`src/core/dbg_write_pkg.sv`:
```
// constants, field layout and state type shared by the debug write paths
// assumes one clock domain and a plain register port on the debugger side
package dbg_write_pkg;
    localparam int ADDR_W = 32;
    localparam int DATA_W = 32;
    localparam int SIZE_W = 3;
    localparam int REGNO_W = 16;
    localparam int RADDR_W = 4;
    localparam int SB_ENTRY_W = ADDR_W + DATA_W + SIZE_W;
    localparam int SB_DEPTH = 16;
    // register indices on the register port
    localparam logic [RADDR_W-1:0] OFF_ARG0 = 4'h0;
    localparam logic [RADDR_W-1:0] OFF_ARG1 = 4'h1;
    localparam logic [RADDR_W-1:0] OFF_COMMAND = 4'h2;
    localparam logic [RADDR_W-1:0] OFF_AUTOEXEC = 4'h3;
    localparam logic [RADDR_W-1:0] OFF_SLOT0 = 4'h4;
    localparam logic [RADDR_W-1:0] OFF_SLOT1 = 4'h5;
    localparam logic [RADDR_W-1:0] OFF_ABS_STATUS = 4'h6;
    localparam logic [RADDR_W-1:0] OFF_BUS_CTRL = 4'h7;
    localparam logic [RADDR_W-1:0] OFF_BUS_ADDR = 4'h8;
    localparam logic [RADDR_W-1:0] OFF_BUS_DATA = 4'h9;
    // command word fields
    localparam int CMD_TYPE_HI = 31;
    localparam int CMD_TYPE_LO = 24;
    localparam int CMD_SIZE_HI = 22;
    localparam int CMD_SIZE_LO = 20;
    localparam int CMD_POSTINC = 19;
    localparam int CMD_POSTEXEC = 18;
    localparam int CMD_TRANSFER = 17;
    localparam int CMD_WRITE = 16;
    localparam int CMD_REGNO_HI = 15;
    localparam logic [7:0] CMDTYPE_REG = 8'h00;
    localparam logic [7:0] CMDTYPE_MEM = 8'h02;
    localparam logic [SIZE_W-1:0] SIZE_WORD = 3'h2;
    // bus control fields
    localparam int BC_ACCESS_HI = 2;
    localparam int BC_AUTOINC = 3;
    localparam int BC_ERR = 4;
    localparam int BC_BUSY = 5;
    localparam logic [SIZE_W-1:0] BUS_ACCESS_RST = 3'h2;
    // abstract status fields
    localparam int AS_ERR_HI = 2;
    localparam int AS_BUSY = 3;
    localparam int AE_ARG0 = 0;
    localparam logic [2:0] CMDERR_NONE = 3'h0;
    localparam logic [2:0] CMDERR_BUSY = 3'h1;
    localparam logic [2:0] CMDERR_NOTSUP = 3'h2;
    localparam logic [DATA_W-1:0] WORD_ZERO = 32'h0000_0000;
    localparam logic [ADDR_W-1:0] ONE_BYTE = 32'h0000_0001;

    typedef enum logic [2:0] {
        ST_IDLE, ST_REG, ST_EXEC_GO, ST_EXEC_WAIT, ST_MEM_GO, ST_MEM_WAIT
    } cmd_state_type;

    function automatic logic [ADDR_W-1:0] sizeBytes(input logic [SIZE_W-1:0] s);
        return ONE_BYTE << s;
    endfunction
endpackage

```
`src/core/stream_if.sv`:
```
// valid/ready stream carrier between the system bus write path and its write FIFO
// assumes both ends share one clock
interface stream_if #(parameter int W = 8);
    logic valid;
    logic ready;
    logic [W-1:0] data;
    modport source(output valid, output data, input ready);
    modport sink(input valid, input data, output ready);
endinterface

```
`src/core/debug_memory_write_paths.sv`:
```
// debugger-side memory write paths: system bus master and abstract commands
// assumes inputs synchronous to mclk and a hart that answers its requests
//
// How it works
// - bus addresses pass through untranslated, physical
// - bus transfer size taken from access code
// - bus data write starts a bus write unless the queue is full
// - autoincrement advances bus address by size
// - hart executes program slots for memory writes
// - register transfer copies word0 into hart register
// - postexec runs program after register transfer
// - autoexec re-issues last command on word0 access
// - memory command stores word0 at word1 address
// - postincrement advances word1 by access size
// - memory command performed through hart's memory port
module debug_memory_write_paths
    import dbg_write_pkg::*;
(
    // clock and reset
    input wire logic mclk,
    input wire logic resetn,
    // register port
    input wire logic [RADDR_W-1:0] regAddr,
    input wire logic [DATA_W-1:0] regWdata,
    input wire logic regWrite,
    input wire logic regRead,
    output logic [DATA_W-1:0] regRdata,
    // system bus write master
    output logic sbValid,
    output logic [ADDR_W-1:0] sbAddr,
    output logic [DATA_W-1:0] sbData,
    output logic [SIZE_W-1:0] sbSize,
    input wire logic sbReady,
    // hart register transfer
    output logic hartRegWe,
    output logic [REGNO_W-1:0] hartRegNum,
    output logic [DATA_W-1:0] hartRegData,
    // hart program execution
    output logic hartExecReq,
    input wire logic hartExecDone,
    input wire logic progIndex,
    output logic [DATA_W-1:0] progWord,
    // hart memory port
    output logic hartMemReq,
    output logic [ADDR_W-1:0] hartMemAddr,
    output logic [DATA_W-1:0] hartMemData,
    output logic [SIZE_W-1:0] hartMemSize,
    input wire logic hartMemDone
);
    cmd_state_type state_r;
    cmd_state_type state_nxt;
    logic [DATA_W-1:0] arg0_r;
    logic [DATA_W-1:0] arg1_r;
    logic [DATA_W-1:0] command_r;
    logic autoExec_r;
    logic [DATA_W-1:0] slot0_r;
    logic [DATA_W-1:0] slot1_r;
    logic [2:0] cmdErr_r;
    logic [2:0] cmdErr_nxt;
    logic [SIZE_W-1:0] busAccess_r;
    logic busAutoInc_r;
    logic busErr_r;
    logic [ADDR_W-1:0] busAddr_r;
    logic [DATA_W-1:0] regRdata_r;
    logic sbValid_r;
    logic [ADDR_W-1:0] sbAddr_r;
    logic [DATA_W-1:0] sbData_r;
    logic [SIZE_W-1:0] sbSize_r;
    logic hartRegWe_r;
    logic [REGNO_W-1:0] hartRegNum_r;
    logic [DATA_W-1:0] hartRegData_r;
    logic hartExecReq_r;
    logic [DATA_W-1:0] progWord_r;
    logic hartMemReq_r;
    logic [ADDR_W-1:0] hartMemAddr_r;
    logic [DATA_W-1:0] hartMemData_r;
    logic [SIZE_W-1:0] hartMemSize_r;

    // register port decode
    wire wrArg0 = regWrite && (regAddr == OFF_ARG0);
    wire wrArg1 = regWrite && (regAddr == OFF_ARG1);
    wire wrCommand = regWrite && (regAddr == OFF_COMMAND);
    wire wrAutoExec = regWrite && (regAddr == OFF_AUTOEXEC);
    wire wrSlot0 = regWrite && (regAddr == OFF_SLOT0);
    wire wrSlot1 = regWrite && (regAddr == OFF_SLOT1);
    wire wrAbsStatus = regWrite && (regAddr == OFF_ABS_STATUS);
    wire wrBusCtrl = regWrite && (regAddr == OFF_BUS_CTRL);
    wire wrBusAddr = regWrite && (regAddr == OFF_BUS_ADDR);
    wire wrBusData = regWrite && (regAddr == OFF_BUS_DATA);
    wire rdArg0 = regRead && (regAddr == OFF_ARG0);
    wire rdArg1 = regRead && (regAddr == OFF_ARG1);

    // abstract command launch
    wire busy = state_r != ST_IDLE;
    wire errClear = cmdErr_r == CMDERR_NONE;
    wire arg0Touch = wrArg0 || rdArg0;
    wire cmdFire = wrCommand && !busy && errClear;
    wire autoFire = arg0Touch && autoExec_r && !busy && errClear;
    wire launch = cmdFire || autoFire;
    wire [DATA_W-1:0] launchCmd = cmdFire ? regWdata : command_r;
    wire [7:0] lType = launchCmd[CMD_TYPE_HI:CMD_TYPE_LO];
    wire [SIZE_W-1:0] lSize = launchCmd[CMD_SIZE_HI:CMD_SIZE_LO];
    wire lTransfer = launchCmd[CMD_TRANSFER];
    wire lWrite = launchCmd[CMD_WRITE];
    wire lPostExec = launchCmd[CMD_POSTEXEC];
    // only register writes of word size, register commands without transfer, and memory writes up to a word
    wire regOk = (lType == CMDTYPE_REG) && (!lTransfer || (lWrite && lSize == SIZE_WORD));
    wire memOk = (lType == CMDTYPE_MEM) && lWrite && (lSize <= SIZE_WORD);
    wire badCmd = launch && !regOk && !memOk;
    // touching the argument words, or writing the command or slots, mid-command is refused
    wire busyTouch = busy && (wrCommand || arg0Touch || wrArg1 || rdArg1 || wrSlot0 || wrSlot1);

    // fields of the latched command used while running
    wire [SIZE_W-1:0] cSize = command_r[CMD_SIZE_HI:CMD_SIZE_LO];
    wire cPostInc = command_r[CMD_POSTINC];
    wire cPostExec = command_r[CMD_POSTEXEC];
    wire memFinish = (state_r == ST_MEM_WAIT) && hartMemDone;

    always_comb begin
        state_nxt = state_r;
        unique case (state_r)
            ST_IDLE: begin
                if (launch && regOk) begin
                    if (lTransfer) begin
                        state_nxt = ST_REG;
                    end else if (lPostExec) begin
                        state_nxt = ST_EXEC_GO;
                    end
                end else if (launch && memOk) begin
                    state_nxt = ST_MEM_GO;
                end
            end
            ST_REG: state_nxt = cPostExec ? ST_EXEC_GO : ST_IDLE;
            ST_EXEC_GO: state_nxt = ST_EXEC_WAIT;
            ST_EXEC_WAIT: begin
                // program ends with ebreak, hart reports done
                if (hartExecDone) state_nxt = ST_IDLE;
            end
            ST_MEM_GO: state_nxt = ST_MEM_WAIT;
            ST_MEM_WAIT: begin
                if (hartMemDone) state_nxt = ST_IDLE;
            end
        endcase
    end

    // error flag: a new error wins over a write-one clear
    always_comb begin
        cmdErr_nxt = cmdErr_r;
        if (wrAbsStatus) cmdErr_nxt = cmdErr_r & ~regWdata[AS_ERR_HI:0];
        if (busyTouch && errClear) cmdErr_nxt = CMDERR_BUSY;
        else if (badCmd) cmdErr_nxt = CMDERR_NOTSUP;
    end

    always_ff @(posedge mclk or negedge resetn) begin
        if (!resetn) begin
            state_r <= ST_IDLE;
            cmdErr_r <= CMDERR_NONE;
            command_r <= WORD_ZERO;
            autoExec_r <= 1'b0;
        end else begin
            state_r <= state_nxt;
            cmdErr_r <= cmdErr_nxt;
            if (cmdFire) command_r <= regWdata;
            if (wrAutoExec) autoExec_r <= regWdata[AE_ARG0];
        end
    end

    // argument words and program slots
    always_ff @(posedge mclk or negedge resetn) begin
        if (!resetn) begin
            arg0_r <= WORD_ZERO;
            arg1_r <= WORD_ZERO;
            slot0_r <= WORD_ZERO;
            slot1_r <= WORD_ZERO;
        end else begin
            if (wrArg0 && !busy) arg0_r <= regWdata;
            if (wrArg1 && !busy) begin
                arg1_r <= regWdata;
            end else if (memFinish && cPostInc) begin
                arg1_r <= arg1_r + sizeBytes(cSize);
            end
            if (wrSlot0 && !busy) slot0_r <= regWdata;
            if (wrSlot1 && !busy) slot1_r <= regWdata;
        end
    end

    // hart-facing requests, one-cycle pulses
    always_ff @(posedge mclk or negedge resetn) begin
        if (!resetn) begin
            hartRegWe_r <= 1'b0;
            hartRegNum_r <= '0;
            hartRegData_r <= WORD_ZERO;
            hartExecReq_r <= 1'b0;
        end else begin
            hartRegWe_r <= state_r == ST_REG;
            hartExecReq_r <= state_r == ST_EXEC_GO;
            if (state_r == ST_REG) begin
                hartRegNum_r <= command_r[CMD_REGNO_HI:0];
                hartRegData_r <= arg0_r;
            end
        end
    end

    // memory command goes through the hart's own view of memory
    always_ff @(posedge mclk or negedge resetn) begin
        if (!resetn) begin
            hartMemReq_r <= 1'b0;
            hartMemAddr_r <= WORD_ZERO;
            hartMemData_r <= WORD_ZERO;
            hartMemSize_r <= '0;
        end else begin
            hartMemReq_r <= state_r == ST_MEM_GO;
            if (state_r == ST_MEM_GO) begin
                hartMemAddr_r <= arg1_r;
                hartMemData_r <= arg0_r;
                hartMemSize_r <= cSize;
            end
        end
    end

    // program slot fetch for the hart
    always_ff @(posedge mclk or negedge resetn) begin
        if (!resetn) begin
            progWord_r <= WORD_ZERO;
        end else begin
            progWord_r <= progIndex ? slot1_r : slot0_r;
        end
    end

    // system bus path: writes queue in the FIFO, so a slow bus
    // does not lose back-to-back data writes until its 16 entries are full
    stream_if #(.W(SB_ENTRY_W)) fillS();
    stream_if #(.W(SB_ENTRY_W)) drainS();

    word_fifo #(.WIDTH(SB_ENTRY_W), .DEPTH(SB_DEPTH)) busQueue (
        .mclk(mclk),
        .resetn(resetn),
        .fillSide(fillS),
        .drainSide(drainS)
    );

    // address goes out exactly as written, no translation
    assign fillS.valid = wrBusData;
    assign fillS.data = {busAddr_r, regWdata, busAccess_r};
    wire busPush = wrBusData && fillS.ready;
    wire busOverflow = wrBusData && !fillS.ready;
    wire outFree = !sbValid_r || sbReady;
    assign drainS.ready = outFree;
    wire takeOut = drainS.valid && outFree;
    wire busBusy = drainS.valid || sbValid_r;

    always_ff @(posedge mclk or negedge resetn) begin
        if (!resetn) begin
            busAccess_r <= BUS_ACCESS_RST;
            busAutoInc_r <= 1'b0;
            busErr_r <= 1'b0;
            busAddr_r <= WORD_ZERO;
        end else begin
            if (wrBusCtrl) begin
                busAccess_r <= regWdata[BC_ACCESS_HI:0];
                busAutoInc_r <= regWdata[BC_AUTOINC];
            end
            // overflow sets, write-one clears, set wins
            if (busOverflow) begin
                busErr_r <= 1'b1;
            end else if (wrBusCtrl && regWdata[BC_ERR]) begin
                busErr_r <= 1'b0;
            end
            if (wrBusAddr) begin
                busAddr_r <= regWdata;
            end else if (busPush && busAutoInc_r) begin
                busAddr_r <= busAddr_r + sizeBytes(busAccess_r);
            end
        end
    end

    // output stage keeps bus signals straight from flops
    always_ff @(posedge mclk or negedge resetn) begin
        if (!resetn) begin
            sbValid_r <= 1'b0;
            sbAddr_r <= WORD_ZERO;
            sbData_r <= WORD_ZERO;
            sbSize_r <= '0;
        end else begin
            if (takeOut) begin
                sbValid_r <= 1'b1;
                sbAddr_r <= drainS.data[SB_ENTRY_W-1 -: ADDR_W];
                sbData_r <= drainS.data[SIZE_W +: DATA_W];
                sbSize_r <= drainS.data[SIZE_W-1:0];
            end else if (sbReady) begin
                sbValid_r <= 1'b0;
            end
        end
    end

    // read-back selection
    wire [DATA_W-1:0] absStatusWord = {{(DATA_W-4){1'b0}}, busy, cmdErr_r};
    wire [DATA_W-1:0] busCtrlWord = {{(DATA_W-6){1'b0}}, busBusy, busErr_r, busAutoInc_r, busAccess_r};
    wire [DATA_W-1:0] autoWord = {{(DATA_W-1){1'b0}}, autoExec_r};
    wire [DATA_W-1:0] rdMux =
        (regAddr == OFF_ARG0) ? arg0_r :
        (regAddr == OFF_ARG1) ? arg1_r :
        (regAddr == OFF_COMMAND) ? command_r :
        (regAddr == OFF_AUTOEXEC) ? autoWord :
        (regAddr == OFF_SLOT0) ? slot0_r :
        (regAddr == OFF_SLOT1) ? slot1_r :
        (regAddr == OFF_ABS_STATUS) ? absStatusWord :
        (regAddr == OFF_BUS_CTRL) ? busCtrlWord :
        (regAddr == OFF_BUS_ADDR) ? busAddr_r :
        WORD_ZERO;

    // read data stands only in the cycle after the strobe
    always_ff @(posedge mclk or negedge resetn) begin
        if (!resetn) begin
            regRdata_r <= WORD_ZERO;
        end else begin
            regRdata_r <= regRead ? rdMux : WORD_ZERO;
        end
    end

    assign regRdata = regRdata_r;
    assign sbValid = sbValid_r;
    assign sbAddr = sbAddr_r;
    assign sbData = sbData_r;
    assign sbSize = sbSize_r;
    assign hartRegWe = hartRegWe_r;
    assign hartRegNum = hartRegNum_r;
    assign hartRegData = hartRegData_r;
    assign hartExecReq = hartExecReq_r;
    assign progWord = progWord_r;
    assign hartMemReq = hartMemReq_r;
    assign hartMemAddr = hartMemAddr_r;
    assign hartMemData = hartMemData_r;
    assign hartMemSize = hartMemSize_r;
endmodule // debug_memory_write_paths

```
`src/core/word_fifo.sv`:
```
// synchronous FIFO with valid/ready on both sides
// assumes one clock; output data is read straight from the array
module word_fifo #(
    parameter int WIDTH = 8,
    parameter int DEPTH = 16
) (
    // clock and reset
    input wire logic mclk,
    input wire logic resetn,
    // streams
    stream_if.sink fillSide,
    stream_if.source drainSide
);
    localparam int PW = $clog2(DEPTH);
    logic [WIDTH-1:0] mem [DEPTH];
    logic [PW:0] wrPtr_r;
    logic [PW:0] rdPtr_r;
    wire full = (wrPtr_r[PW] != rdPtr_r[PW]) && (wrPtr_r[PW-1:0] == rdPtr_r[PW-1:0]);
    wire empty = wrPtr_r == rdPtr_r;
    wire push = fillSide.valid && !full;
    wire pop = drainSide.ready && !empty;

    assign fillSide.ready = !full;
    assign drainSide.valid = !empty;
    assign drainSide.data = mem[rdPtr_r[PW-1:0]];

    always_ff @(posedge mclk) begin
        if (push) begin
            mem[wrPtr_r[PW-1:0]] <= fillSide.data;
        end
    end

    always_ff @(posedge mclk or negedge resetn) begin
        if (!resetn) begin
            wrPtr_r <= '0;
            rdPtr_r <= '0;
        end else begin
            if (push) wrPtr_r <= wrPtr_r + 1'b1;
            if (pop) rdPtr_r <= rdPtr_r + 1'b1;
        end
    end
endmodule // word_fifo

```
`config.mk`:
```
export PLATFORM = sky130hd
export DESIGN_NAME = debug_memory_write_paths
export DESIGN_NICKNAME = d
export VERILOG_FILES = /design/src/core/dbg_write_pkg.sv /design/src/core/stream_if.sv /design/src/core/debug_memory_write_paths.sv /design/src/core/word_fifo.sv
export SDC_FILE = /design/constraint.sdc
export NUM_CORES = 2
export LEC_CHECK = 0
export BUFFER_PORTS_ARGS = -buffer_cell sky130_fd_sc_hd__buf_4
export CORE_ASPECT_RATIO = 0.9
export CORE_MARGIN = 4
export CORE_UTILIZATION = 45
export CTS_BUF_LIST = sky130_fd_sc_hd__clkbuf_8 sky130_fd_sc_hd__clkbuf_16
export DETAILED_ROUTE_END_ITERATION = 12
export GPL_TIMING_DRIVEN = 0
export PLACE_DENSITY = 0.67
export SETUP_SLACK_MARGIN = 0.4
export SKIP_LAST_GASP = 1
export SLEW_MARGIN = 40
export SYNTH_ARGS = -nofsm -noshare
export SYNTH_HDL_FRONTEND = slang
export SYNTH_HIERARCHICAL = 1
export SYNTH_SLANG_ARGS = --single-unit
```
`constraint.sdc`:
```
create_clock -name mclk -period 14.4 [get_ports mclk]
set_input_delay 1.44 -clock mclk [delete_from_list [all_inputs] [get_ports mclk]]
set_output_delay 1.44 -clock mclk [all_outputs]
set_load 0.02 [all_outputs]
```
==> flow_summary.ini <==
[run_status]
status = completed

[placement]
dpl.hpwl_um = 122000
port_buffers = 291
place.gp.congestion = 0.932

[worst_setup_path]
crit_fanout = 10
end_kind = flip-flop
worstPathCellList = buf_4, buf_4, and2b_1, and3_1, o211ai_1, nor3_2, buf_4, buf_4, buf_2, buf_2
rr_worst_depth = 9
cp_common_cell = buf_4
max_stage_delay_ps = 470
r2r-start = busQueue/rdPtr_r[2]
slowest_stage = and3_1
rr_endpoint = sbAddr[20]
r2r_slack_ps = 10700
arrival_ps = 4340
cp-start-kind = primary input
worstSetupPathType = primary input to flip-flop
critical_path_required_ps = 14860

[timing]
finalCritPeriodShare_pct = 26.9
setup_viol = 0
hold_violations = 0
rsz0062_at_grt = false
worst_pin_slew_ps = 914
final.setup_skew_ps = 31.0
min_period_ps = 3880
drv_slew = 0
final.setup.tns_ps = 0
slew_headroom_pct = 39.1
fmax_ghz = 0.258

[global_route]
antenna_found_initial = 12
grt_first_pass_wirelength_um = 255000
overflow = 0
grt_max_degree = 79
grt_pass1_vias = 36300
track_usage_pct = 24.4

[floorplan]
die_y_um = 359
dieArea_mm2 = 0.143
start_util_pct = 45.4
ioPinCount = 294
die_x_um = 398
design.core.area_mm2 = 0.136
rows = 128

[clock_tree]
numCtsBuffers = 153
postCtsHoldBufs = 0
cts.sinks = 1536
cts_resized = 0
cts_tree = built
cts_buffer_depth = 3
post_cts_buffers = 0
clk_pin_slew_worst_paths_ps = 50
clock_latency_ps = 790
clock-root-buffer = clkbuf_16
ctsHtreeMaxLevel = 4

[route]
ant_nets = 0
drt_iter0_markers = 4680
dr.pass1.iters = 6
vias = 36600
wire_per_inst_um = 29.1
vias_per_cell = 6.04
drc = 0
drt_wl_total_um = 176000

[job]
maxCapViolations = 0

[logic_synthesis]
seq_area_frac_synth_pct = 71.0
synth_cells = 3537
synth_flop_cell = edfxtp_1
yosys_warnings = 6
synth-seq-cells = 1536
syn-num-nets = 3604
yosysUniqueCellTypes = 83
avgSynthCellArea_um2 = 17.4
synth_edf_count = 1072
syn_area_mm2 = 0.0617
async_flop_share_pct = 30.2

[worst_hold_path]
hold_depth = 1
hold_class = flip-flop to flip-flop
hp-start = sbData[27]
hold_end = sbData[27]

[power]
ir_worst_vdd_uv = 122
finalPower_uw = 14000
p_per_area_mw_per_mm2 = 191
p_leak_uw = 0.0275

[final_layout]
nets = 4181
final_core_util_pct = 54.0
final_common_cell = edfxtp_1
area_growth_pct = 18.8
final_cell_mix = edfxtp_1 (1,072), dfrtp_1 (445), buf_4 (349)
drive_gt1_share_pct = 31.6
nFillCells = 10800
-- layout make-up --
| cell class | count | area, um^2 | share of cell area, % |
|---|---|---|---|
| antenna | 4 | 10.0 | 0.0137 |
| buffer | 216 | 1100 | 1.51 |
| clock buffer | 180 | 4290 | 5.85 |
| clock inverter | 102 | 739 | 1.01 |
| inverter | 29 | 109 | 0.148 |
| multi-input combinational | 1756 | 16800 | 22.9 |
| sequential | 1536 | 43800 | 59.8 |
| tap | 1820 | 2280 | 3.11 |
| timing repair buffer | 422 | 4150 | 5.66 |
-- logic make-up after synthesis --
family	count (synthesis)	synth area share, %
adder cells (fa/ha/maj)	23	0.491
buffers and inverters	245	1.94
AND/OR/NAND/NOR	441	3.52
multiplexers	721	16.4
XOR/XNOR	23	0.327
flip-flops	1536	71.0
AO/OA/AOI/OAI	548	6.31
-- flip-flops by register name, indices dropped and copies added (netlist names), 16 cells and up --
name and flops:
busAddr_r 32, command_r 32, arg0_r 32, regRdata 32, hartMemData 32, hartRegData 32, sbData 32, arg1_r 32
hartMemAddr 32, progWord 32, hartRegNum 16, sbAddr 32, slot0_r 32, slot1_r 32, busQueue/mem 1072
-- Yosys cell counts, types with 60 or more instances --
cell	instances	share of area [%]
a32oi_1	71	1.0
mux2_2	312	5.7
a22oi_1	101	1.2
mux2i_1	207	3.4
o21ai_0	78	0.63
edfxtp_1	1072	52
clkbuf_1	103	0.63
mux4_2	201	7.3
dfrtp_1	463	19
nand2_1	205	1.2
o21ai_1	70	0.57
buf_2	60	0.49
-- metrics by stage --
step	setup WS (ps)	hold WS [ps]	std cells	instance area [um^2]
2_1_floorplan	6930	438	3537	61700
3_3_place_gp	1110	478	5648	66200
3_5_place_dp	9710	490	5778	68300
4_1_cts	10520	501	6060	73300
5_1_grt	10500	514	6061	73300
6_report	10520	503	6065	73300
-- per-layer routing --
metal	wire, um	vias to the layer above	track usage (%)
li1	-	15300	-
met1	73600	19100	35.8
met2	80500	1935	36.7
met3	17200	312	5.55
met4	5050	6	7.31
met5	47	-	0
-- critical path: cells and delay by family --
family          cells  cell delay, ps
simple gates        3            1200
compound gates      1             440
buf+inv             6            1230
-- power breakdown --
| part | total, uW | switching (uW) | internal [uW] | leakage (uW) |
|---|---|---|---|---|
| Sequential | 5880 | 567 | 5320 | 0.0156 |
| Combinational | 4110 | 2360 | 1750 | 0.00926 |
| Clock | 3970 | 1700 | 2270 | 0.00262 |
-- worst max-delay path by stage --
| stage | depth (start not counted) | to | slack, ps | from |
|---|---|---|---|---|
| 2_1_floorplan | 5 | busQueue/mem[1][0] | 6930 | regAddr[2] |
| 3_3_place_gp | 6 | busQueue/mem[2][28] | 1110 | regAddr[2] |
| 3_5_place_dp | 11 | busQueue/mem[1][29] | 9710 | regAddr[2] |
| 4_1_cts | 11 | busQueue/mem[1][28] | 10520 | regAddr[2] |
| 5_1_grt | 9 | busAddr_r[28] | 10500 | busAccess_r[0] |
| 6_report | 10 | busQueue/mem[2][4] | 10520 | regAddr[2] |
(Power assumes the default switching activity.)
